$ cat config.mk
export PLATFORM = sky130hd
export DESIGN_NAME = typec_source_port_status
export DESIGN_NICKNAME = d
export VERILOG_FILES = /design/src/common/typec_port_pkg.sv /design/src/core/pin_sync.sv /design/src/core/deglitch.sv /design/src/core/typec_source_port_status.sv
export VERILOG_INCLUDE_DIRS = /design/src /design/src/common
export SDC_FILE = /design/constraint.sdc
export NUM_CORES = 1
export LEC_CHECK = 0
export BUFFER_PORTS_ARGS = -buffer_cell sky130_fd_sc_hd__buf_2
export CORE_ASPECT_RATIO = 0.6
export CORE_MARGIN = 3
export CORE_UTILIZATION = 45
export DETAILED_ROUTE_END_ITERATION = 7
export PLACE_DENSITY = 0.82
export SETUP_SLACK_MARGIN = 0.1
export SYNTH_ARGS = -nofsm -noshare
export SYNTH_HDL_FRONTEND = slang
export SYNTH_SLANG_ARGS = --single-unit
$ cat constraint.sdc
create_clock -name i_clk -period 5.17 [get_ports i_clk]
set_input_delay 0.2585 -clock i_clk [delete_from_list [all_inputs] [get_ports i_clk]]
set_output_delay 0.2585 -clock i_clk [all_outputs]
set_load 0.005 [all_outputs]
$ cat src/common/typec_port_consts.svh
// Summary of operation
// - pull fault low on deglitched overcurrent or lower thermal threshold crossing.
// - keep fault asserted until the condition clears and normal operation resumes.
// - overcurrent passes a deglitch filter so short excursions raise no fault.
// - above the lower thermal threshold, switch off the charging switch and assert fault.
// - above the higher thermal threshold, release every open-drain output and shut down.
// - after thermal shutdown, restart once the die has cooled by the hysteresis.
// - drive audio output low when both CC lines see Ra.
// - watch only CC2 for audio removal; release audio once Ra leaves CC2.
// - drive debug output low when both CC lines see Rd.
// - watch only CC1 for debug removal; release debug once Rd leaves CC1.
// - orientation output stays released whenever no UFP is attached.
// - with a UFP, orientation released for Rd on CC1, low for Rd on CC2.
// - enable low opens both supply switches, releases outputs, stops CC monitoring.
// - the device runs with enable high; the outside must always drive enable.
// - assert the active-low high-current flag while UFP load exceeds 1.95 A.
// - pull the attached-UFP output low whenever a UFP is detected.
// - turn on the charging switch after a UFP is detected and deglitched.
// - with Ra on the CC line away from the UFP, power that line from cable supply.
`ifndef TYPEC_PORT_CONSTS_SVH
`define TYPEC_PORT_CONSTS_SVH

`define CLK_PERIOD_NS       20
`define OC_DEGLITCH_NS      8000
`define OC_DEGLITCH_CYC     ((`OC_DEGLITCH_NS + `CLK_PERIOD_NS - 1) / `CLK_PERIOD_NS)
`define ATTACH_DEGLITCH_NS  40000
`define ATTACH_DEGLITCH_CYC ((`ATTACH_DEGLITCH_NS + `CLK_PERIOD_NS - 1) / `CLK_PERIOD_NS)
`define THERMAL_HYST_DEGC   20
`define HICUR_THRESH_MA     1950

`define REG_STATUS     8'h00
`define REG_MASK       8'h04
`define REG_CTRL       8'h08
`define REG_STATE      8'h0C

`define CTRL_EN_BIT    0
`define CTRL_VCONN_BIT 1
`define CTRL_RESET     2'h3

`define EV_ATTACH      0
`define EV_DETACH      1
`define EV_FAULT       2
`define EV_AUDIO       3
`define EV_DEBUG       4
`define EV_SHUTDOWN    5
`define EV_W           6

`endif

$ cat src/common/typec_port_pkg.sv
package typec_port_pkg;
  typedef enum logic [1:0] {
    CC_OPEN = 2'b00,
    CC_RA   = 2'b01,
    CC_RD   = 2'b10
  } cc_term_e;

  typedef enum logic [2:0] {
    TH_RUN  = 3'b001,
    TH_HOLD = 3'b010,
    TH_SHUT = 3'b100
  } therm_e;
endpackage

$ cat src/core/pin_sync.sv
`timescale 1ns/1ns
`default_nettype none
module pin_sync #(
  parameter int W = 1
) (
  // clock and reset
  input  wire logic         i_clk,
  input  wire logic         i_rst_b,
  // pins
  input  wire logic [W-1:0] i_async,
  output logic      [W-1:0] o_sync
);
  typedef struct packed {
    logic [W-1:0] meta;
    logic [W-1:0] held;
  } sync_s;

  sync_s r;
  sync_s n;

  always_comb begin
    n.meta = i_async;
    n.held = r.meta;
  end

  always_ff @(posedge i_clk or negedge i_rst_b) begin
    if (!i_rst_b) begin
      r <= '0;
    end else begin
      r <= n;
    end
  end

  assign o_sync = r.held;
endmodule
`default_nettype wire

$ cat src/core/deglitch.sv
`timescale 1ns/1ns
`default_nettype none
module deglitch #(
  parameter int CYC = 4
) (
  // clock and reset
  input  wire logic i_clk,
  input  wire logic i_rst_b,
  // level in and filtered level out
  input  wire logic i_in,
  output logic      o_out
);
  typedef struct packed {
    logic [11:0] cnt;
    logic        out;
  } dg_s;

  localparam logic [11:0] LAST = 12'(CYC - 1);

  dg_s r;
  dg_s n;

  // rises only after the input held CYC cycles, falls at once
  always_comb begin
    n = r;
    if (!i_in) begin
      n.cnt = 12'h000;
      n.out = 1'b0;
    end else if (r.cnt == LAST) begin
      n.out = 1'b1;
    end else begin
      n.cnt = r.cnt + 12'h001;
    end
  end

  always_ff @(posedge i_clk or negedge i_rst_b) begin
    if (!i_rst_b) begin
      r <= '0;
    end else begin
      r <= n;
    end
  end

  assign o_out = r.out;
endmodule
`default_nettype wire

$ cat src/core/typec_source_port_status.sv
// Added by the designer: the AHB-Lite interface to the registers and the register offsets.
`timescale 1ns/1ns
`default_nettype none
`include "typec_port_consts.svh"
module typec_source_port_status
  import typec_port_pkg::*;
(
  // clock and reset
  input  wire logic        i_clk,
  input  wire logic        i_rst_b,
  // connector and analog comparators
  input  wire logic [1:0]  i_cc1,
  input  wire logic [1:0]  i_cc2,
  input  wire logic        i_en,
  input  wire logic        i_overcurrent,
  input  wire logic        i_thermal_low,
  input  wire logic        i_thermal_high,
  input  wire logic        i_thermal_cooled,
  input  wire logic        i_load_high,
  // open-drain pull-down requests, low drives the pin
  output logic             o_fault_n,
  output logic             o_plug_orientation_n,
  output logic             o_ufp_n,
  output logic             o_audio_n,
  output logic             o_debug_n,
  output logic             o_high_current_n,
  // supply switches
  output logic             o_charging_supply_on,
  output logic             o_cable_power_cc1_on,
  output logic             o_cable_power_cc2_on,
  // ahb-lite slave
  input  wire logic        i_hsel,
  input  wire logic [31:0] i_haddr,
  input  wire logic [1:0]  i_htrans,
  input  wire logic        i_hwrite,
  input  wire logic [2:0]  i_hsize,
  input  wire logic [31:0] i_hwdata,
  input  wire logic        i_hready,
  output logic [31:0]      o_hrdata,
  output logic             o_hreadyout,
  output logic             o_hresp,
  // interrupt
  output logic             o_irq
);

  // ********************************
  // reset and pin synchronisers
  // ********************************
  logic [1:0] rst_pipe;
  logic       rst_b;

  always_ff @(posedge i_clk or negedge i_rst_b) begin
    if (!i_rst_b) begin
      rst_pipe <= 2'h0;
    end else begin
      rst_pipe <= {rst_pipe[0], 1'b1};
    end
  end
  assign rst_b = rst_pipe[1];

  logic [9:0]  pins_s;
  logic [1:0]  s_cc1;
  logic [1:0]  s_cc2;
  logic        s_en;
  logic        s_oc;
  logic        s_th_lo;
  logic        s_th_hi;
  logic        s_cooled;
  logic        s_load_hi;

  pin_sync #(.W(10)) u_sync (
    .i_clk   (i_clk),
    .i_rst_b (rst_b),
    .i_async ({i_cc1, i_cc2, i_en, i_overcurrent, i_thermal_low,
               i_thermal_high, i_thermal_cooled, i_load_high}),
    .o_sync  (pins_s)
  );
  assign {s_cc1, s_cc2, s_en, s_oc, s_th_lo, s_th_hi, s_cooled, s_load_hi} = pins_s;

  // ********************************
  // state
  // ********************************
  typedef struct packed {
    therm_e              th;
    logic                audio;
    logic                debug;
    logic [`EV_W-1:0]    status;
    logic [`EV_W-1:0]    mask;
    logic [1:0]          ctrl;
    logic                irq;
    logic                fault_n;
    logic                orient_n;
    logic                ufp_n;
    logic                audio_n;
    logic                debug_n;
    logic                hicur_n;
    logic                chg_on;
    logic                vconn1;
    logic                vconn2;
    logic                ap_valid;
    logic                ap_write;
    logic [7:0]          ap_addr;
    logic [31:0]         hrdata;
    logic                hready;
    logic                hresp;
  } port_s;

  localparam port_s RESET_S = '{
    th: TH_RUN, audio: 1'b0, debug: 1'b0, status: '0, mask: '0,
    ctrl: `CTRL_RESET, irq: 1'b0, fault_n: 1'b1, orient_n: 1'b1, ufp_n: 1'b1,
    audio_n: 1'b1, debug_n: 1'b1, hicur_n: 1'b1, chg_on: 1'b0, vconn1: 1'b0,
    vconn2: 1'b0, ap_valid: 1'b0, ap_write: 1'b0, ap_addr: 8'h00,
    hrdata: 32'h0000_0000, hready: 1'b1, hresp: 1'b0};

  port_s r;
  port_s n;

  logic en_eff;
  logic gate;
  logic ufp_cand;
  logic ufp_dg;
  logic ufp;
  logic oc_dg;
  logic fault;
  logic acc;
  logic [`EV_W-1:0] ev;

  // enable pin and software enable must both be high; the pin is never left floating
  assign en_eff   = s_en && r.ctrl[`CTRL_EN_BIT];
  assign gate     = en_eff && (r.th != TH_SHUT);
  // exactly one Rd; Rd on both is a debug accessory, not a UFP
  assign ufp_cand = gate && ((s_cc1 == CC_RD) ^ (s_cc2 == CC_RD));
  assign ufp      = ufp_dg && ufp_cand;
  assign acc      = i_hsel && i_hready && i_htrans[1];

  // ********************************
  // deglitch filters
  // ********************************
  deglitch #(.CYC(`ATTACH_DEGLITCH_CYC)) u_attach_dg (
    .i_clk   (i_clk),
    .i_rst_b (rst_b),
    .i_in    (ufp_cand),
    .o_out   (ufp_dg)
  );

  // short current spikes never reach the fault pin
  deglitch #(.CYC(`OC_DEGLITCH_CYC)) u_oc_dg (
    .i_clk   (i_clk),
    .i_rst_b (rst_b),
    .i_in    (s_oc),
    .o_out   (oc_dg)
  );

  // ********************************
  // next state
  // ********************************
  always_comb begin
    n = r;
    fault = 1'b0;
    ev = '0;

    // lower trip holds the switch off, higher trip shuts down until cooled
    unique case (r.th)
      TH_RUN: begin
        if (s_th_hi) begin
          n.th = TH_SHUT;
        end else if (s_th_lo) begin
          n.th = TH_HOLD;
        end
      end
      TH_HOLD: begin
        if (s_th_hi) begin
          n.th = TH_SHUT;
        end else if (!s_th_lo) begin
          n.th = TH_RUN;
        end
      end
      TH_SHUT: begin
        if (s_cooled) begin
          n.th = TH_RUN;
        end
      end
    endcase

    // cc monitor is off while disabled, so accessories drop at once
    if (!gate) begin
      n.audio = 1'b0;
      n.debug = 1'b0;
    end else begin
      if (s_cc1 == CC_RA && s_cc2 == CC_RA) begin
        n.audio = 1'b1;
      end else if (s_cc2 != CC_RA) begin
        n.audio = 1'b0;
      end
      if (s_cc1 == CC_RD && s_cc2 == CC_RD) begin
        n.debug = 1'b1;
      end else if (s_cc1 != CC_RD) begin
        n.debug = 1'b0;
      end
    end

    // pin requests: high releases the pin to its pullup
    n.ufp_n    = !ufp;
    n.orient_n = !(ufp && s_cc2 == CC_RD);
    n.audio_n  = !n.audio;
    n.debug_n  = !n.debug;

    n.chg_on = ufp && (r.th == TH_RUN);
    n.vconn1 = ufp && (r.th == TH_RUN) && r.ctrl[`CTRL_VCONN_BIT]
               && s_cc2 == CC_RD && s_cc1 == CC_RA;
    n.vconn2 = ufp && (r.th == TH_RUN) && r.ctrl[`CTRL_VCONN_BIT]
               && s_cc1 == CC_RD && s_cc2 == CC_RA;

    // fault stands while the cause stands, released as soon as it clears
    fault = gate && ((oc_dg && r.chg_on) || r.th == TH_HOLD);
    n.fault_n = !fault;
    n.hicur_n = !(gate && r.chg_on && s_load_hi);

    ev[`EV_ATTACH]   = ufp && r.ufp_n;
    ev[`EV_DETACH]   = !ufp && !r.ufp_n;
    ev[`EV_FAULT]    = fault && r.fault_n;
    ev[`EV_AUDIO]    = n.audio && !r.audio;
    ev[`EV_DEBUG]    = n.debug && !r.debug;
    ev[`EV_SHUTDOWN] = (n.th == TH_SHUT) && (r.th != TH_SHUT);

    // bus data phase; writes of any size take the whole word
    if (r.ap_valid && r.ap_write) begin
      unique case (r.ap_addr)
        `REG_STATUS: n.status = r.status & ~i_hwdata[`EV_W-1:0];
        `REG_MASK:   n.mask = i_hwdata[`EV_W-1:0];
        `REG_CTRL:   n.ctrl = i_hwdata[1:0];
        default:     n.ctrl = r.ctrl;
      endcase
    end
    // a new event beats a clear in the same cycle
    n.status = n.status | ev;
    n.irq = |(n.status & n.mask);

    // bus address phase; read data comes from next values so a write forwards
    n.ap_valid = acc;
    n.ap_write = i_hwrite;
    n.ap_addr  = i_haddr[7:0];
    n.hrdata   = 32'h0000_0000;
    if (acc && !i_hwrite) begin
      unique case (i_haddr[7:0])
        `REG_STATUS: n.hrdata = {26'h000_0000, n.status};
        `REG_MASK:   n.hrdata = {26'h000_0000, n.mask};
        `REG_CTRL:   n.hrdata = {30'h0000_0000, n.ctrl};
        `REG_STATE:  n.hrdata = {16'h0000, s_cc1, s_cc2, n.th, !n.hicur_n,
                                 n.vconn2, n.vconn1, n.chg_on, n.debug, n.audio,
                                 !n.orient_n, !n.ufp_n, !n.fault_n};
        default:     n.hrdata = 32'h0000_0000;
      endcase
    end
    n.hready = 1'b1;
    n.hresp  = 1'b0;
  end

  always_ff @(posedge i_clk or negedge rst_b) begin
    if (!rst_b) begin
      r <= RESET_S;
    end else begin
      r <= n;
    end
  end

  // ********************************
  // outputs
  // ********************************
  assign o_fault_n            = r.fault_n;
  assign o_plug_orientation_n = r.orient_n;
  assign o_ufp_n              = r.ufp_n;
  assign o_audio_n            = r.audio_n;
  assign o_debug_n            = r.debug_n;
  assign o_high_current_n     = r.hicur_n;
  assign o_charging_supply_on = r.chg_on;
  assign o_cable_power_cc1_on = r.vconn1;
  assign o_cable_power_cc2_on = r.vconn2;
  assign o_hrdata             = r.hrdata;
  assign o_hreadyout          = r.hready;
  assign o_hresp              = r.hresp;
  assign o_irq                = r.irq;
endmodule
`default_nettype wire

==> run summary <==
The flow ran to the end, and the final reports show no timing, DRC or antenna violations. The proportion of power drawn by combinational gates was 0.073; the setup slack after placement was 2.701 ns. The starting DRC count in detailed routing was 229; the total number of vias was 2765. In the routed layout, each cell is associated on average with a via count of 5.130. 0 antenna diodes ended up in the layout. The relative contribution of sequential cells to total power was 0.520; the clock period minus worst slack was 2.495 ns.

The core outline area was 8816 µm². The die is 131.3 µm wide. Clock-pin slew was measured on the worst setup and hold paths at 0.07 ns. For the total net switching power, the log shows 0.3847 mW. In this run the register-to-register setup slack is 2.67 ns.

The routed design has 8.385 mm of wire. The detail route stage leaves a number of antenna-violating nets equal to 0. The tools report the number of antenna violations at the first check in global routing as 0.

VDD sags by at most 0.2052 mV. The number of clock sinks seen by CTS is 103, and the critical path data arrival time is 2.70 ns. The share of synthesized flip-flops with an asynchronous set or reset works out to 1.000. Overall die area: 10650 µm². Setup repair after global routing left no endpoint under its margin. The cell sitting at the root of the clock tree is a sky130_fd_sc_hd__clkbuf_16. Based on the critical path, the design can be clocked at up to 0.4007 GHz. The share of the clock period used by the worst path was 0.4827. The run gives 0 as the reported max-cap violation count. The origin of the critical flop-to-flop path is r[39]. The number of cell rows was 26. The share of synthesized area occupied by flip-flops and latches was 0.6110.

For this design the top-level I/O count stands at 128. The endpoint identified for the worst register-to-register timing path is o_irq. Setup slack on the critical path of the routed design comes to 2.675 ns. The worst setup path is launched from a flip-flop. The internal power consumption was 1.311 mW; the number of buffers on the longest clock path was 2. At the later pin of the worst-skew pair, clock insertion delay measures 0.34 ns. Synthesis produced a netlist whose cell count is 358.

The final number of max-transition violations is 0, and the worst slew margin relative to its limit is 0.3442. The number of enable flip-flop cells after synthesis came out at 0. The wire-length estimate of the detail-placed layout is 6.158 mm. The worst-case reg-to-reg path depth works out to 5. In this run the mean area of a mapped cell was 11.83 µm². Via count of the first global-routing pass: 2628.

Entering global routing, the biggest net connects 84 pins. In this run the static leakage power is 2.229 nW. After detailed routing, the number of remaining DRC violations is 0. The logs give 0 for the count of yosys warnings during synthesis and 0 for the count of final hold-check violations. TritonCTS built the clock tree. The tools report the endpoint kind of the worst setup timing path as a flip-flop.

The run gives 0.4806 as the starting utilization of the core area. The worst clock skew on the final layout was 0.008582 ns. For the overall track demand over capacity in global routing, the log shows 0.1643. The tools report the number of buffers created by CTS as 9. The first global-routing pass estimated 13.55 mm of wire. Area of the mapped netlist: 4237 µm². Setup total negative slack on the finished layout was measured at 0 ns. From synthesis to final layout, the design area changed by 13.64%.

Along the worst path, the maximum fanout reaches 7. The fraction of layout instances using a drive strength above 1 is 0.2276. The final layout contains 495 nets.

The number of setup violations in the final report was 0; the slew at the pin closest to its max-slew limit was 0.9837 ns. The share of power burned in the clock network was 0.407; the data required time at the worst endpoint was 5.38 ns. Switching part of the total: 0.2268. Synthesis instantiated 56 different standard cells from the library.

The run gives 3 as the depth of the CTS H-tree. In this run the post-CTS setup repair buffer count came out at 0. The tools report the startpoint of the tightest hold check path as i_cc1[0].

The first TritonRoute pass finished after 4 iterations. The average detailed-routed wire length per instance is 15.56 µm. The congestion estimate from routability-driven global placement came to 0.9066.

Count of input and output buffers: 55. The critical path in this run is classified as flip-flop to flip-flop. From bottom edge to top edge, the die measures 81.16 µm. For the overflow left after global routing, the log shows 0.

Predominant post-synthesis flop cell: sky130_fd_sc_hd__dfrtp_1. The tools report the worst hold path endpoint as u_sync.n[8]. The power per unit of standard cell area works out to 352.2 nW/µm². Synthesis inferred 103 register bits. The path class of the tightest hold or removal check is input port to flip-flop. The tools report the hold slack as 0.01747 ns. Worst hold path cell count: 1.
-- layout make-up --
class,count,area [µm²]
flip-flops and latches,103,2592
inverters,10,37.54
repair buffers,59,307.8
clock buffers,14,274.0
fillers,729,4001
multi-input cells,225,1406
well taps,126,157.7
clock inverters,2,38.79
-- timing repair --
item / in CTS / in global routing
hold buffers: 1 / 0
resized for setup: 0 / 0
hold endpoints to repair: 2 / 0
-- placed cells by master, fill, tap and decap left out, drive strengths merged, types with 2 or more instances in the layout --
cell type / netlist / layout
a211oi: 2 / 2
a21boi: 3 / 3
a21oi: 10 / 10
a22o: 2 / 2
a2bb2oi: 3 / 3
a31oi: 4 / 4
and2: 16 / 16
and3: 3 / 3
and4: 2 / 2
buf: 35 / 58
clkbuf: 2 / 14
conb: 2 / 19
dfrtp: 94 / 94
dfstp: 9 / 9
ha: 3 / 3
inv: 10 / 10
mux2: 6 / 6
mux2i: 3 / 3
nand2: 24 / 24
nand2b: 5 / 5
nand3: 11 / 11
nand4: 12 / 12
nand4b: 2 / 2
nor2: 28 / 28
nor2b: 10 / 10
nor3: 10 / 10
nor4: 4 / 4
nor4b: 2 / 2
o21ai: 5 / 5
or3: 3 / 3
xnor2: 10 / 10
xor2: 7 / 7
-- metrics by stage --
step | util | instances | cell area [µm²] | power, mW
after CTS | 0.5461 | 539 | 4815 | 1.711
after global routing | 0.5461 | 539 | 4815 | 1.764
final | 0.5461 | 539 | 4815 | 1.696
after detailed placement | 0.5095 | 522 | 4492 | 1.018
after floorplan | - | 375 | 4300 | 0.9792
after global placement | 0.5095 | 522 | 4492 | 1.007
-- critical path, stage by stage (launching register included) --
cell and delay [ns]:
sky130_fd_sc_hd__dfrtp_1 0.39, sky130_fd_sc_hd__nor4_4 0.62, sky130_fd_sc_hd__nand4b_4 0.31, sky130_fd_sc_hd__mux2_4 0.40, sky130_fd_sc_hd__a222oi_1 0.52, sky130_fd_sc_hd__nand3_1 0.13
-- power groups by stage --
stage	registers (mW)	logic (mW)	clock network, mW
final	0.881	0.124	0.690
after detailed placement	0.895	0.122	0
after CTS	0.880	0.124	0.706
after global routing	0.885	0.142	0.737
after global placement	0.892	0.115	0
after floorplan	0.894	0.0851	0
-- cell families (layout without fill, tap and decap cells) --
| logic type | count (synthesis) | count (layout) | share of synthesized area |
|---|---|---|---|
| AOI/OAI and AO/OA | 38 | 38 | 0.06084 |
| and+or+nand+nor | 139 | 139 | 0.1855 |
| adders and majority gates | 3 | 3 | 0.008861 |
| muxes | 9 | 9 | 0.02481 |
| DFF | 103 | 103 | 0.6110 |
| xor gates and xnor gates | 17 | 17 | 0.03514 |
| buffers and inverters | 47 | 85 | 0.07206 |
| other | 2 | 19 | 0.001773 |
-- sequential cells by signal, indices dropped and copies added (netlist names), 2 cells and up --
register / cells
r: 29
rst_pipe: 2
u_oc_dg.r: 12
o_hrdata: 16
u_sync.o_sync: 10
u_attach_dg.r: 12
u_sync.n: 10
-- how the worst max path moves through the flow --
stage                           endpoint  depth (start not counted)         from
global placement                   o_irq                          5        r[39]
detailed placement                 o_irq                          5        r[39]
floorplan           o_cable_power_cc1_on                          0  rst_pipe[1]
finish                             o_irq                          5        r[39]
global route                       o_irq                          5        r[39]
CTS                                o_irq                          5        r[39]
-- per-layer routing --
metal,GRT usage,share of wire,wire [µm],up-vias
met1,0.2352,0.46,3839,1353
met4,0.05136,0.010,84,0
met2,0.2376,0.44,3680,124
met3,0.05569,0.093,781,8
li1,-,-,-,1280
met5,0,0,0,-
-- synthesized netlist by cell type, drive strengths merged (2+ instances only) --
cell type / n / area share
nor2: 28 / 0.025
buf: 35 / 0.061
a31oi: 4 / 0.0059
or3: 3 / 0.0044
nand4: 12 / 0.018
mux2: 6 / 0.018
ha: 3 / 0.0089
a21oi: 10 / 0.012
nand2b: 5 / 0.0074
nand2: 24 / 0.021
conb: 2 / 0.0018
nor2b: 10 / 0.015
clkbuf: 2 / 0.0018
dfstp: 9 / 0.056
a211oi: 2 / 0.0035
a21boi: 3 / 0.0053
dfrtp: 94 / 0.56
a22o: 2 / 0.0041
and2: 16 / 0.024
nor4b: 2 / 0.0041
xor2: 7 / 0.014
nor3: 10 / 0.013
nand3: 11 / 0.013
mux2i: 3 / 0.0071
inv: 10 / 0.0089
nand4b: 2 / 0.0077
and4: 2 / 0.0041
nor4: 4 / 0.0095
and3: 3 / 0.0044
xnor2: 10 / 0.021
a2bb2oi: 3 / 0.0062
o21ai: 5 / 0.0059
Note: power is estimated with default switching activity, not from simulation.
